### config.mk
export PLATFORM = sky130hd
export DESIGN_NAME = gpmc_top
export DESIGN_NICKNAME = d
export VERILOG_FILES = /design/src/shared/gpmc_pkg.sv /design/src/design/gpmc_pad.sv /design/src/design/gpmc_port.sv /design/src/design/gpmc_top.sv
export SDC_FILE = /design/constraint.sdc
export NUM_CORES = 1
export LEC_CHECK = 0
export BUFFER_PORTS_ARGS = -buffer_cell sky130_fd_sc_hd__buf_2
export CAP_MARGIN = 20
export CORE_AREA = 2 2 217 219
export CTS_CLUSTER_SIZE = 8
export DETAILED_ROUTE_END_ITERATION = 10
export DIE_AREA = 0 0 219 221
export PLACE_DENSITY = 0.69
export SKIP_CTS_REPAIR_TIMING = 1
export SYNTH_ARGS = -nofsm -noshare
export SYNTH_HDL_FRONTEND = slang
export SYNTH_SLANG_ARGS = --single-unit
export TNS_END_PERCENT = 100
### constraint.sdc
create_clock -name clock -period 2.5 [get_ports clock]
set_input_delay 0.375 -clock clock [delete_from_list [all_inputs] [get_ports clock]]
set_output_delay 0.375 -clock clock [all_outputs]
set_load 0.1 [all_outputs]
### src/shared/gpmc_pkg.sv
// Package with register map, field layout and reset values of the GPIO port block
// How it works
// - Mode field: 00 input, 01 output, 10 alternate function, 11 analog.
// - One 32-bit mode register per port, two mode bits for each of sixteen pins.
// - Drive-type bit 0 push-pull, 1 open-drain, only while the pin drives.
// - Pull field 00 none, 01 pull-up, 10 pull-down; ignored in analog mode.
// - In alternate mode the peripheral's output enable sets pad direction.
// - Per-pin speed setting in its own register, applied while the pin drives.
// - Up to 29 pins over three ports; unimplemented positions have no pad.
// - Any pin can carry a peripheral function, input or output.
// - A pin's output level inverts in one bus write, no read-modify-write.
// - Each pin's input level goes to the external line controller; no edge setup here.
// - Pin levels are sampled into input status every clock, except analog mode.
// - Open-drain drives low for output value 0, releases the pad for 1.
package gpmc_pkg;
    localparam int GPMC_PINS = 16;
    localparam int GPMC_PORTS = 3;
    // Register offsets inside each port's 1 KiB window
    localparam logic [9:0] GPMC_OFF_MODE = 10'h000;
    localparam logic [9:0] GPMC_OFF_DRIVE = 10'h004;
    localparam logic [9:0] GPMC_OFF_SPEED = 10'h008;
    localparam logic [9:0] GPMC_OFF_PULL = 10'h00C;
    localparam logic [9:0] GPMC_OFF_INPUT = 10'h010;
    localparam logic [9:0] GPMC_OFF_OUTPUT = 10'h014;
    localparam logic [9:0] GPMC_OFF_SETCLR = 10'h018;
    localparam logic [9:0] GPMC_OFF_TOGGLE = 10'h02C;
    localparam int GPMC_PORT_SEL_LSB = 10;
    // Mode encodings
    localparam logic [1:0] GPMC_MODE_IN = 2'h0;
    localparam logic [1:0] GPMC_MODE_OUT = 2'h1;
    localparam logic [1:0] GPMC_MODE_ALT = 2'h2;
    localparam logic [1:0] GPMC_MODE_ANA = 2'h3;
    // Pull encodings
    localparam logic [1:0] GPMC_PULL_NONE = 2'h0;
    localparam logic [1:0] GPMC_PULL_UP = 2'h1;
    localparam logic [1:0] GPMC_PULL_DOWN = 2'h2;
    // Reset values per port
    localparam logic [31:0] GPMC_MODE_RST_A = 32'hA8000000;
    localparam logic [31:0] GPMC_MODE_RST_B = 32'h00000280;
    localparam logic [31:0] GPMC_MODE_RST_C = 32'h00000000;
    localparam logic [31:0] GPMC_PULL_RST_A = 32'h64000000;
    localparam logic [31:0] GPMC_PULL_RST_B = 32'h00000100;
    localparam logic [31:0] GPMC_PULL_RST_C = 32'h00000000;
    // Implemented pins per port: 16 + 9 + 4 = 29
    localparam logic [15:0] GPMC_IMPL_A = 16'hFFFF;
    localparam logic [15:0] GPMC_IMPL_B = 16'hB81F;
    localparam logic [15:0] GPMC_IMPL_C = 16'hE100;
endpackage

### src/design/gpmc_pad.sv
// One pad's direction, drive, pull and input sampling logic
`timescale 1ns/1ps
module gpmc_pad
    import gpmc_pkg::*;
(
    input wire logic clock,
    input wire logic nrst,
    input wire logic [1:0] mode,
    input wire logic drive_type_bit,
    input wire logic [1:0] pull_select_field,
    input wire logic out_val,
    input wire logic alt_out,
    input wire logic alt_oe,
    input wire logic pad_in,
    output logic pad_out_q,
    output logic pad_oe_q,
    output logic pu_en_q,
    output logic pd_en_q,
    output logic in_q
);
    wire is_out = (mode == GPMC_MODE_OUT);
    wire is_alt = (mode == GPMC_MODE_ALT);
    wire is_ana = (mode == GPMC_MODE_ANA);
    // Driver active in output mode, or alt mode with peripheral enable
    wire drv = is_out | (is_alt & alt_oe);
    wire data = is_alt ? alt_out : out_val;
    // Open-drain only ever drives low
    wire oe_d = drv & (~drive_type_bit | ~data);
    wire pu_d = ~is_ana & (pull_select_field == GPMC_PULL_UP);
    wire pd_d = ~is_ana & (pull_select_field == GPMC_PULL_DOWN);
    // Analog disables the input trigger, status reads zero
    wire in_d = ~is_ana & pad_in;

    always_ff @(posedge clock or negedge nrst) begin
        if (!nrst) begin
            pad_out_q <= 1'b0;
            pad_oe_q <= 1'b0;
            pu_en_q <= 1'b0;
            pd_en_q <= 1'b0;
            in_q <= 1'b0;
        end else begin
            pad_out_q <= data;
            pad_oe_q <= oe_d;
            pu_en_q <= pu_d;
            pd_en_q <= pd_d;
            in_q <= in_d;
        end
    end
endmodule

### src/design/gpmc_port.sv
// Register set and up to sixteen pads of one port
//
// Implementation choices: the placing of the registers and the APB register port.
`timescale 1ns/1ps
module gpmc_port
    import gpmc_pkg::*;
#(
    parameter logic [31:0] MODE_RST = 32'h00000000,
    parameter logic [31:0] PULL_RST = 32'h00000000,
    parameter logic [15:0] IMPL = 16'hFFFF
)(
    input wire logic clock,
    input wire logic nrst,
    input wire logic wr_en,
    input wire logic [9:0] wr_off,
    input wire logic [31:0] wr_data,
    input wire logic [9:0] rd_off,
    output logic [31:0] rd_data,
    output logic rd_hit,
    input wire logic [15:0] alt_out,
    input wire logic [15:0] alt_oe,
    input wire logic [15:0] pad_in,
    output logic [15:0] pad_out,
    output logic [15:0] pad_oe,
    output logic [15:0] pu_en,
    output logic [15:0] pd_en,
    output logic [31:0] speed,
    output logic [15:0] line_level
);
    logic [31:0] mode_q;
    logic [15:0] drive_q;
    logic [31:0] speed_q;
    logic [31:0] pull_q;
    logic [15:0] out_q;
    logic [15:0] in_stat;
    logic [15:0] out_d;

    // A port with no pins would leave every pad output tied off
    if (IMPL == 16'h0000) begin : g_bad_impl
        $error("port has no implemented pins");
    end

    wire [15:0] imsk = IMPL;
    wire [31:0] imsk2;
    for (genvar g = 0; g < GPMC_PINS; g++) begin : g_msk
        assign imsk2[2*g +: 2] = {2{IMPL[g]}};
    end

    wire w_mode = wr_en && (wr_off == GPMC_OFF_MODE);
    wire w_drive = wr_en && (wr_off == GPMC_OFF_DRIVE);
    wire w_speed = wr_en && (wr_off == GPMC_OFF_SPEED);
    wire w_pull = wr_en && (wr_off == GPMC_OFF_PULL);
    wire w_out = wr_en && (wr_off == GPMC_OFF_OUTPUT);
    wire w_sc = wr_en && (wr_off == GPMC_OFF_SETCLR);
    wire w_tg = wr_en && (wr_off == GPMC_OFF_TOGGLE);

    // Set wins over clear in the set/clear word, as software expects
    wire [15:0] sc_val = (out_q & ~wr_data[31:16]) | wr_data[15:0];
    assign out_d = w_out ? (wr_data[15:0] & imsk) :
                   w_sc ? (sc_val & imsk) :
                   w_tg ? ((out_q ^ wr_data[15:0]) & imsk) : out_q;

    always_ff @(posedge clock or negedge nrst) begin
        if (!nrst) begin
            mode_q <= MODE_RST;
            drive_q <= 16'h0000;
            speed_q <= 32'h00000000;
            pull_q <= PULL_RST;
            out_q <= 16'h0000;
        end else begin
            if (w_mode) mode_q <= wr_data & imsk2;
            if (w_drive) drive_q <= wr_data[15:0] & imsk;
            if (w_speed) speed_q <= wr_data & imsk2;
            if (w_pull) pull_q <= wr_data & imsk2;
            out_q <= out_d;
        end
    end

    assign rd_hit = (rd_off == GPMC_OFF_MODE) || (rd_off == GPMC_OFF_DRIVE) ||
                    (rd_off == GPMC_OFF_SPEED) || (rd_off == GPMC_OFF_PULL) ||
                    (rd_off == GPMC_OFF_INPUT) || (rd_off == GPMC_OFF_OUTPUT) ||
                    (rd_off == GPMC_OFF_SETCLR) || (rd_off == GPMC_OFF_TOGGLE);
    assign rd_data = (rd_off == GPMC_OFF_MODE) ? mode_q :
                     (rd_off == GPMC_OFF_DRIVE) ? {16'h0000, drive_q} :
                     (rd_off == GPMC_OFF_SPEED) ? speed_q :
                     (rd_off == GPMC_OFF_PULL) ? pull_q :
                     (rd_off == GPMC_OFF_INPUT) ? {16'h0000, in_stat} :
                     (rd_off == GPMC_OFF_OUTPUT) ? {16'h0000, out_q} : 32'h00000000;

    // Speed is handed to the pad cells as stored; they apply it when driving
    assign speed = speed_q;
    assign line_level = in_stat;

    for (genvar p = 0; p < GPMC_PINS; p++) begin : g_pad
        if (IMPL[p]) begin : g_impl
            gpmc_pad u_pad (
                .clock(clock),
                .nrst(nrst),
                .mode(mode_q[2*p +: 2]),
                .drive_type_bit(drive_q[p]),
                .pull_select_field(pull_q[2*p +: 2]),
                .out_val(out_q[p]),
                .alt_out(alt_out[p]),
                .alt_oe(alt_oe[p]),
                .pad_in(pad_in[p]),
                .pad_out_q(pad_out[p]),
                .pad_oe_q(pad_oe[p]),
                .pu_en_q(pu_en[p]),
                .pd_en_q(pd_en[p]),
                .in_q(in_stat[p])
            );
        end else begin : g_none
            assign pad_out[p] = 1'b0;
            assign pad_oe[p] = 1'b0;
            assign pu_en[p] = 1'b0;
            assign pd_en[p] = 1'b0;
            assign in_stat[p] = 1'b0;
        end
    end
endmodule

### src/design/gpmc_top.sv
// Top of the three-port GPIO block with its APB slave
`timescale 1ns/1ps
module gpmc_top
    import gpmc_pkg::*;
(
    input wire logic clock,
    input wire logic nrst,
    input wire logic psel,
    input wire logic penable,
    input wire logic pwrite,
    input wire logic [11:0] paddr,
    input wire logic [31:0] pwdata,
    output logic [31:0] prdata,
    output logic pready,
    output logic pslverr,
    input wire logic [47:0] alt_out,
    input wire logic [47:0] alt_oe,
    input wire logic [47:0] pad_in,
    output logic [47:0] pad_out,
    output logic [47:0] pad_oe,
    output logic [47:0] pu_en,
    output logic [47:0] pd_en,
    output logic [95:0] speed,
    output logic [47:0] line_level
);
    // ----------------------------------------------------------------
    // APB slave: one wait state, so the answer leaves flip-flops
    // ----------------------------------------------------------------
    wire [1:0] port_sel = paddr[11:GPMC_PORT_SEL_LSB];
    wire [9:0] off = paddr[9:0];
    wire access = psel & penable;
    logic [31:0] rd_p [GPMC_PORTS];
    logic [GPMC_PORTS-1:0] hit_p;
    wire port_ok = (port_sel < 2'h3);
    wire hit = port_ok && hit_p[port_sel];
    logic [31:0] rdata_sel;
    logic pready_q;
    logic pslverr_q;
    logic [31:0] prdata_q;
    assign rdata_sel = port_ok ? rd_p[port_sel] : 32'h00000000;
    // First access cycle decodes, second answers; a write lands with the answer
    wire answer_d = access & ~pready_q;
    wire commit = access & pready_q;
    wire [31:0] prdata_d = (answer_d && !pwrite && hit) ? rdata_sel : 32'h00000000;

    always_ff @(posedge clock or negedge nrst) begin
        if (!nrst) begin
            pready_q <= 1'b0;
            pslverr_q <= 1'b0;
            prdata_q <= 32'h00000000;
        end else begin
            pready_q <= answer_d;
            pslverr_q <= answer_d & ~hit;
            prdata_q <= prdata_d;
        end
    end
    assign pready = pready_q;
    assign pslverr = pslverr_q;
    assign prdata = prdata_q;

    // ----------------------------------------------------------------
    // Ports
    // ----------------------------------------------------------------
    localparam logic [31:0] MR [GPMC_PORTS] = '{GPMC_MODE_RST_A, GPMC_MODE_RST_B,
                                                 GPMC_MODE_RST_C};
    localparam logic [31:0] PR [GPMC_PORTS] = '{GPMC_PULL_RST_A, GPMC_PULL_RST_B,
                                                 GPMC_PULL_RST_C};
    localparam logic [15:0] IM [GPMC_PORTS] = '{GPMC_IMPL_A, GPMC_IMPL_B, GPMC_IMPL_C};

    for (genvar k = 0; k < GPMC_PORTS; k++) begin : g_port
        gpmc_port #(
            .MODE_RST(MR[k]),
            .PULL_RST(PR[k]),
            .IMPL(IM[k])
        ) u_port (
            .clock(clock),
            .nrst(nrst),
            .wr_en(commit && pwrite && port_ok && (port_sel == 2'(k))),
            .wr_off(off),
            .wr_data(pwdata),
            .rd_off(off),
            .rd_data(rd_p[k]),
            .rd_hit(hit_p[k]),
            .alt_out(alt_out[16*k +: 16]),
            .alt_oe(alt_oe[16*k +: 16]),
            .pad_in(pad_in[16*k +: 16]),
            .pad_out(pad_out[16*k +: 16]),
            .pad_oe(pad_oe[16*k +: 16]),
            .pu_en(pu_en[16*k +: 16]),
            .pd_en(pd_en[16*k +: 16]),
            .speed(speed[32*k +: 32]),
            .line_level(line_level[16*k +: 16])
        );
    end
endmodule

==> impl_metrics.csv <==
group,metric,value,unit
pwr,power,15700,uW
yosys,yosysSeqAreaShare,0.511,
detailed_routing,drc,0,
run_status,status,"finished with violations",
global_routing,grtUsageTotal,0.271,
setup_path,r2r-start,"pready",
setup_path,crit_path_cell_trace,"nor4bb_1 > o2111ai_1 > a21o_1 > buf_4 > a2111oi_0",
yosys,synth_async_sr_flop_share,1.00,
detailed_routing,dr.pass1.iters,7,
cts,clk_pin_slew,0.05,ns
floorplanning,initial_core_util,0.438,
yosys,postSynthCellCount,1742,
yosys,ys.flop_type,"dfrtp_1",
sta,fin_crit,2.11,ns
run_status,violations,"negative hold slack",
global_routing,grt_pass1_wl,97500,um
global_routing,grt_start_max_net_pins,76,
setup_path,cp_slowest_cell,"dfrtp_2",
sta,min_period_over_period,0.843,
sta,setup_viol,0,
yosys,synth_edf_count,0,
floorplanning,coreArea,0.0461,mm^2
cts,cts_tree,"done",
global_routing,grt_pass1_vias,15100,
setup_path,start_kind,"flip-flop",
sta,rsz0062_at_grt,"false",
cts,cts.path.max_buffers,3,
setup_path,worstPathArrival,2.57,ns
sta,holdWs,-0.00258,ns
floorplanning,ios,563,
detailed_routing,first_iter_violations,1328,
floorplanning,num_rows,79,
sta,worst_pin_slew,0.565,ns
cts,cts-root-buf,"clkbuf_16",
detailed_routing,vias_per_cell,5.55,
cts,cts.sinks,411,
floorplanning,die_y,221,um
floorplanning,die_w,219,um
setup_path,cp-end-kind,"flip-flop",
setup_path,startpoint,"pready",
sta,tns,0,ns
cells_and_area,syn2layout_area_growth,16.6,%
global_routing,antenna_found_initial,10,
global_routing,grt_overflow,0,
detailed_routing,routed-via-count,14900,
yosys,synth_area,0.0202,mm^2
setup_path,cpPeakStageDelay,0.43,ns
yosys,ys_ff_latch,411,
setup_path,crit_required,2.96,ns
sta,hold_viol,4,
place,placed_cell_area,0.0218,mm^2
cts,htree_levels,2,
worst_hold_path,hold_class,"in2reg",
cells_and_area,nNetsFinal,2226,
yosys,yosys_warnings,0,
cells_and_area,final_cell_area,0.0235,mm^2
sta,slew_headroom,0.626,
sta,skew,0.0238,ns
detailed_routing,ant_nets,0,
place,io_buffers,372,
cells_and_area,stdcell_count,2692,
worst_hold_path,hold_start,"pad_in[5]",
sta,fmax,0.475,GHz
place,place_congestion,0.889,
cells_and_area,drive_above_1_share,0.388,
sta,slew_viol_final,0,
setup_path,worst-path-buf-inv,1,
place,dp.cells,2577,
detailed_routing,avgRoutedWirePerCell,24.7,um
pwr,ir_drop,0.000583,V
flow_run,cap_violations,0,
cts,cts_inserted_buffers,57,
yosys,syn_avg_cell_area,11.6,um^2
cts,clock_latency,0.61,ns
pwr,power_leakage,0.0121,uW
setup_path,cp_max_fo,7,
cells_and_area,num-fill-cells,4071,
pwr,pwr_density_cell,669,mW/mm^2
setup_path,criticalPathCategory,"reg2reg",
place,hpwl,48700,um
setup_path,critical_path.top_delay_family,"compound AO/OA/AOI/OAI gates",
floorplanning,die_area,0.0484,mm^2
yosys,synth_cell_types,68,
detailed_routing,drt_wl_total,66400,um
metal layers:
layer,wire length (um),up-vias,track usage
met3,5710,170,0.0617
met1,26800,7546,0.360
met4,2790,10,0.110
li1,-,6417,-
met5,66,-,0
met2,31000,803,0.429
metrics by stage:
step | setup WS, ns | util
after floorplan | 0.192 | -
after global placement | 0.0745 | 0.473
after detailed placement | 0.114 | 0.473
after CTS | 0.390 | 0.509
after global routing | 0.171 | 0.510
final | 0.393 | 0.510
cells in the mapped netlist (all sizes together), types with 2 or more instances:
cell type,instances,area (um^2)
a32oi,5,43.8
or3,9,56.3
mux4,7,158
dfrtp,402,10100
o22ai,14,87.6
nand2b,7,43.8
and3,5,31.3
dfstp,9,236
nor2b,88,551
and4,3,26.3
a32o,18,181
a22oi,4,30.0
mux2i,28,280
a22o,5,43.8
o2111ai,2,17.5
mux2,236,2660
a31oi,13,81.3
nand3,18,103
nand2,59,221
inv,9,33.8
nor3,18,111
nor3b,59,448
clkbuf,45,170
nor4b,3,45.0
a211oi,6,45.0
nor4,5,76.3
and2,31,194
o211ai,3,22.5
o2bb2ai,3,26.3
a21o,3,22.5
or2,3,18.8
nor2,53,206
a221o,12,120
a211o,3,26.3
o21ai,26,130
o221ai,4,35.0
a21oi,155,810
o32ai,5,43.8
buf,319,2270
a311oi,7,61.3
a222oi,17,170
nand4,7,43.8
a221oi,2,17.5
o221a,2,22.5
layout make-up:
type	count	area, um^2	share of cell area
antenna	6	15.0	0.000639
clock buffer	103	1630	0.0693
clock inverter	2	21.3	0.000905
inverter	9	33.8	0.00144
multi-input combinational	1090	7930	0.337
sequential	411	10300	0.438
tap	607	759	0.0323
timing repair buffer	464	2830	0.120
sequential cells by signal, indices dropped and copies added, names as in the netlist:
signal and count:
g_port.u_port.pull_q 58, g_port.u_port.mode_q 58, g_port.u_port.g_pad.g_impl.u_pad.pu_en_q 29, g_port.u_port.g_pad.g_impl.u_pad.in_q 29, g_port.u_port.g_pad.g_impl.u_pad.pad_out_q 29, g_port.u_port.speed 58
g_port.u_port.g_pad.g_impl.u_pad.pd_en_q 29, g_port.u_port.drive_q 29, pslverr 1, g_port.u_port.out_q 29, pready 1, g_port.u_port.g_pad.g_impl.u_pad.pad_oe_q 29
prdata 32
where the power goes:
group	switching, uW	leakage (uW)	internal (uW)
clock	2880	0.000785	4330
combinational	1550	0.00568	248
sequential	30.7	0.00563	6690
kinds of logic after synthesis:
| family | synth area share |
|---|---|
| flip-flops | 0.511 |
| buffers and inverters | 0.123 |
| AND/OR/NAND/NOR | 0.109 |
| AO/OA/AOI/OAI | 0.103 |
| multiplexers | 0.154 |
| XOR/XNOR | 0.000434 |
| other | 0.000186 |
final timing paths:
check / end / slack [ns] / cells past startpoint
worst max-delay path: prdata[8] / 0.39 / 5
worst min-delay path: g_port[0].u_port.g_pad[5].g_impl.u_pad.in_q / -0.003 / 2
worst max register to register: prdata[8] / 0.39 / 5
worst min register to register: g_port[1].u_port.g_pad[0].g_impl.u_pad.pu_en_q / 0.45 / 1
max in group asynchronous: g_port[1].u_port.g_pad[1].g_impl.u_pad.in_q / 1.33 / 4
min in group asynchronous: g_port[0].u_port.speed[24] / 0.32 / 2
placed cells by master, fill, tap and decap left out, types with 14 or more instances in the layout:
| master | instances |
|---|---|
| a21oi_1 | 146 |
| mux2i_1 | 28 |
| nor3_1 | 15 |
| a222oi_1 | 17 |
| o22ai_1 | 14 |
| and2_1 | 31 |
| mux2_2 | 235 |
| nand2_1 | 56 |
| clkbuf_1 | 44 |
| nor3b_1 | 58 |
| conb_1 | 133 |
| o21ai_0 | 26 |
| buf_2 | 370 |
| buf_12 | 20 |
| a32o_1 | 17 |
| nand3_1 | 17 |
| buf_4 | 69 |
| clkbuf_16 | 58 |
| nor2_1 | 50 |
| dfrtp_1 | 401 |
| nor2b_1 | 88 |
Note: power is estimated with default switching activity, not from simulation.
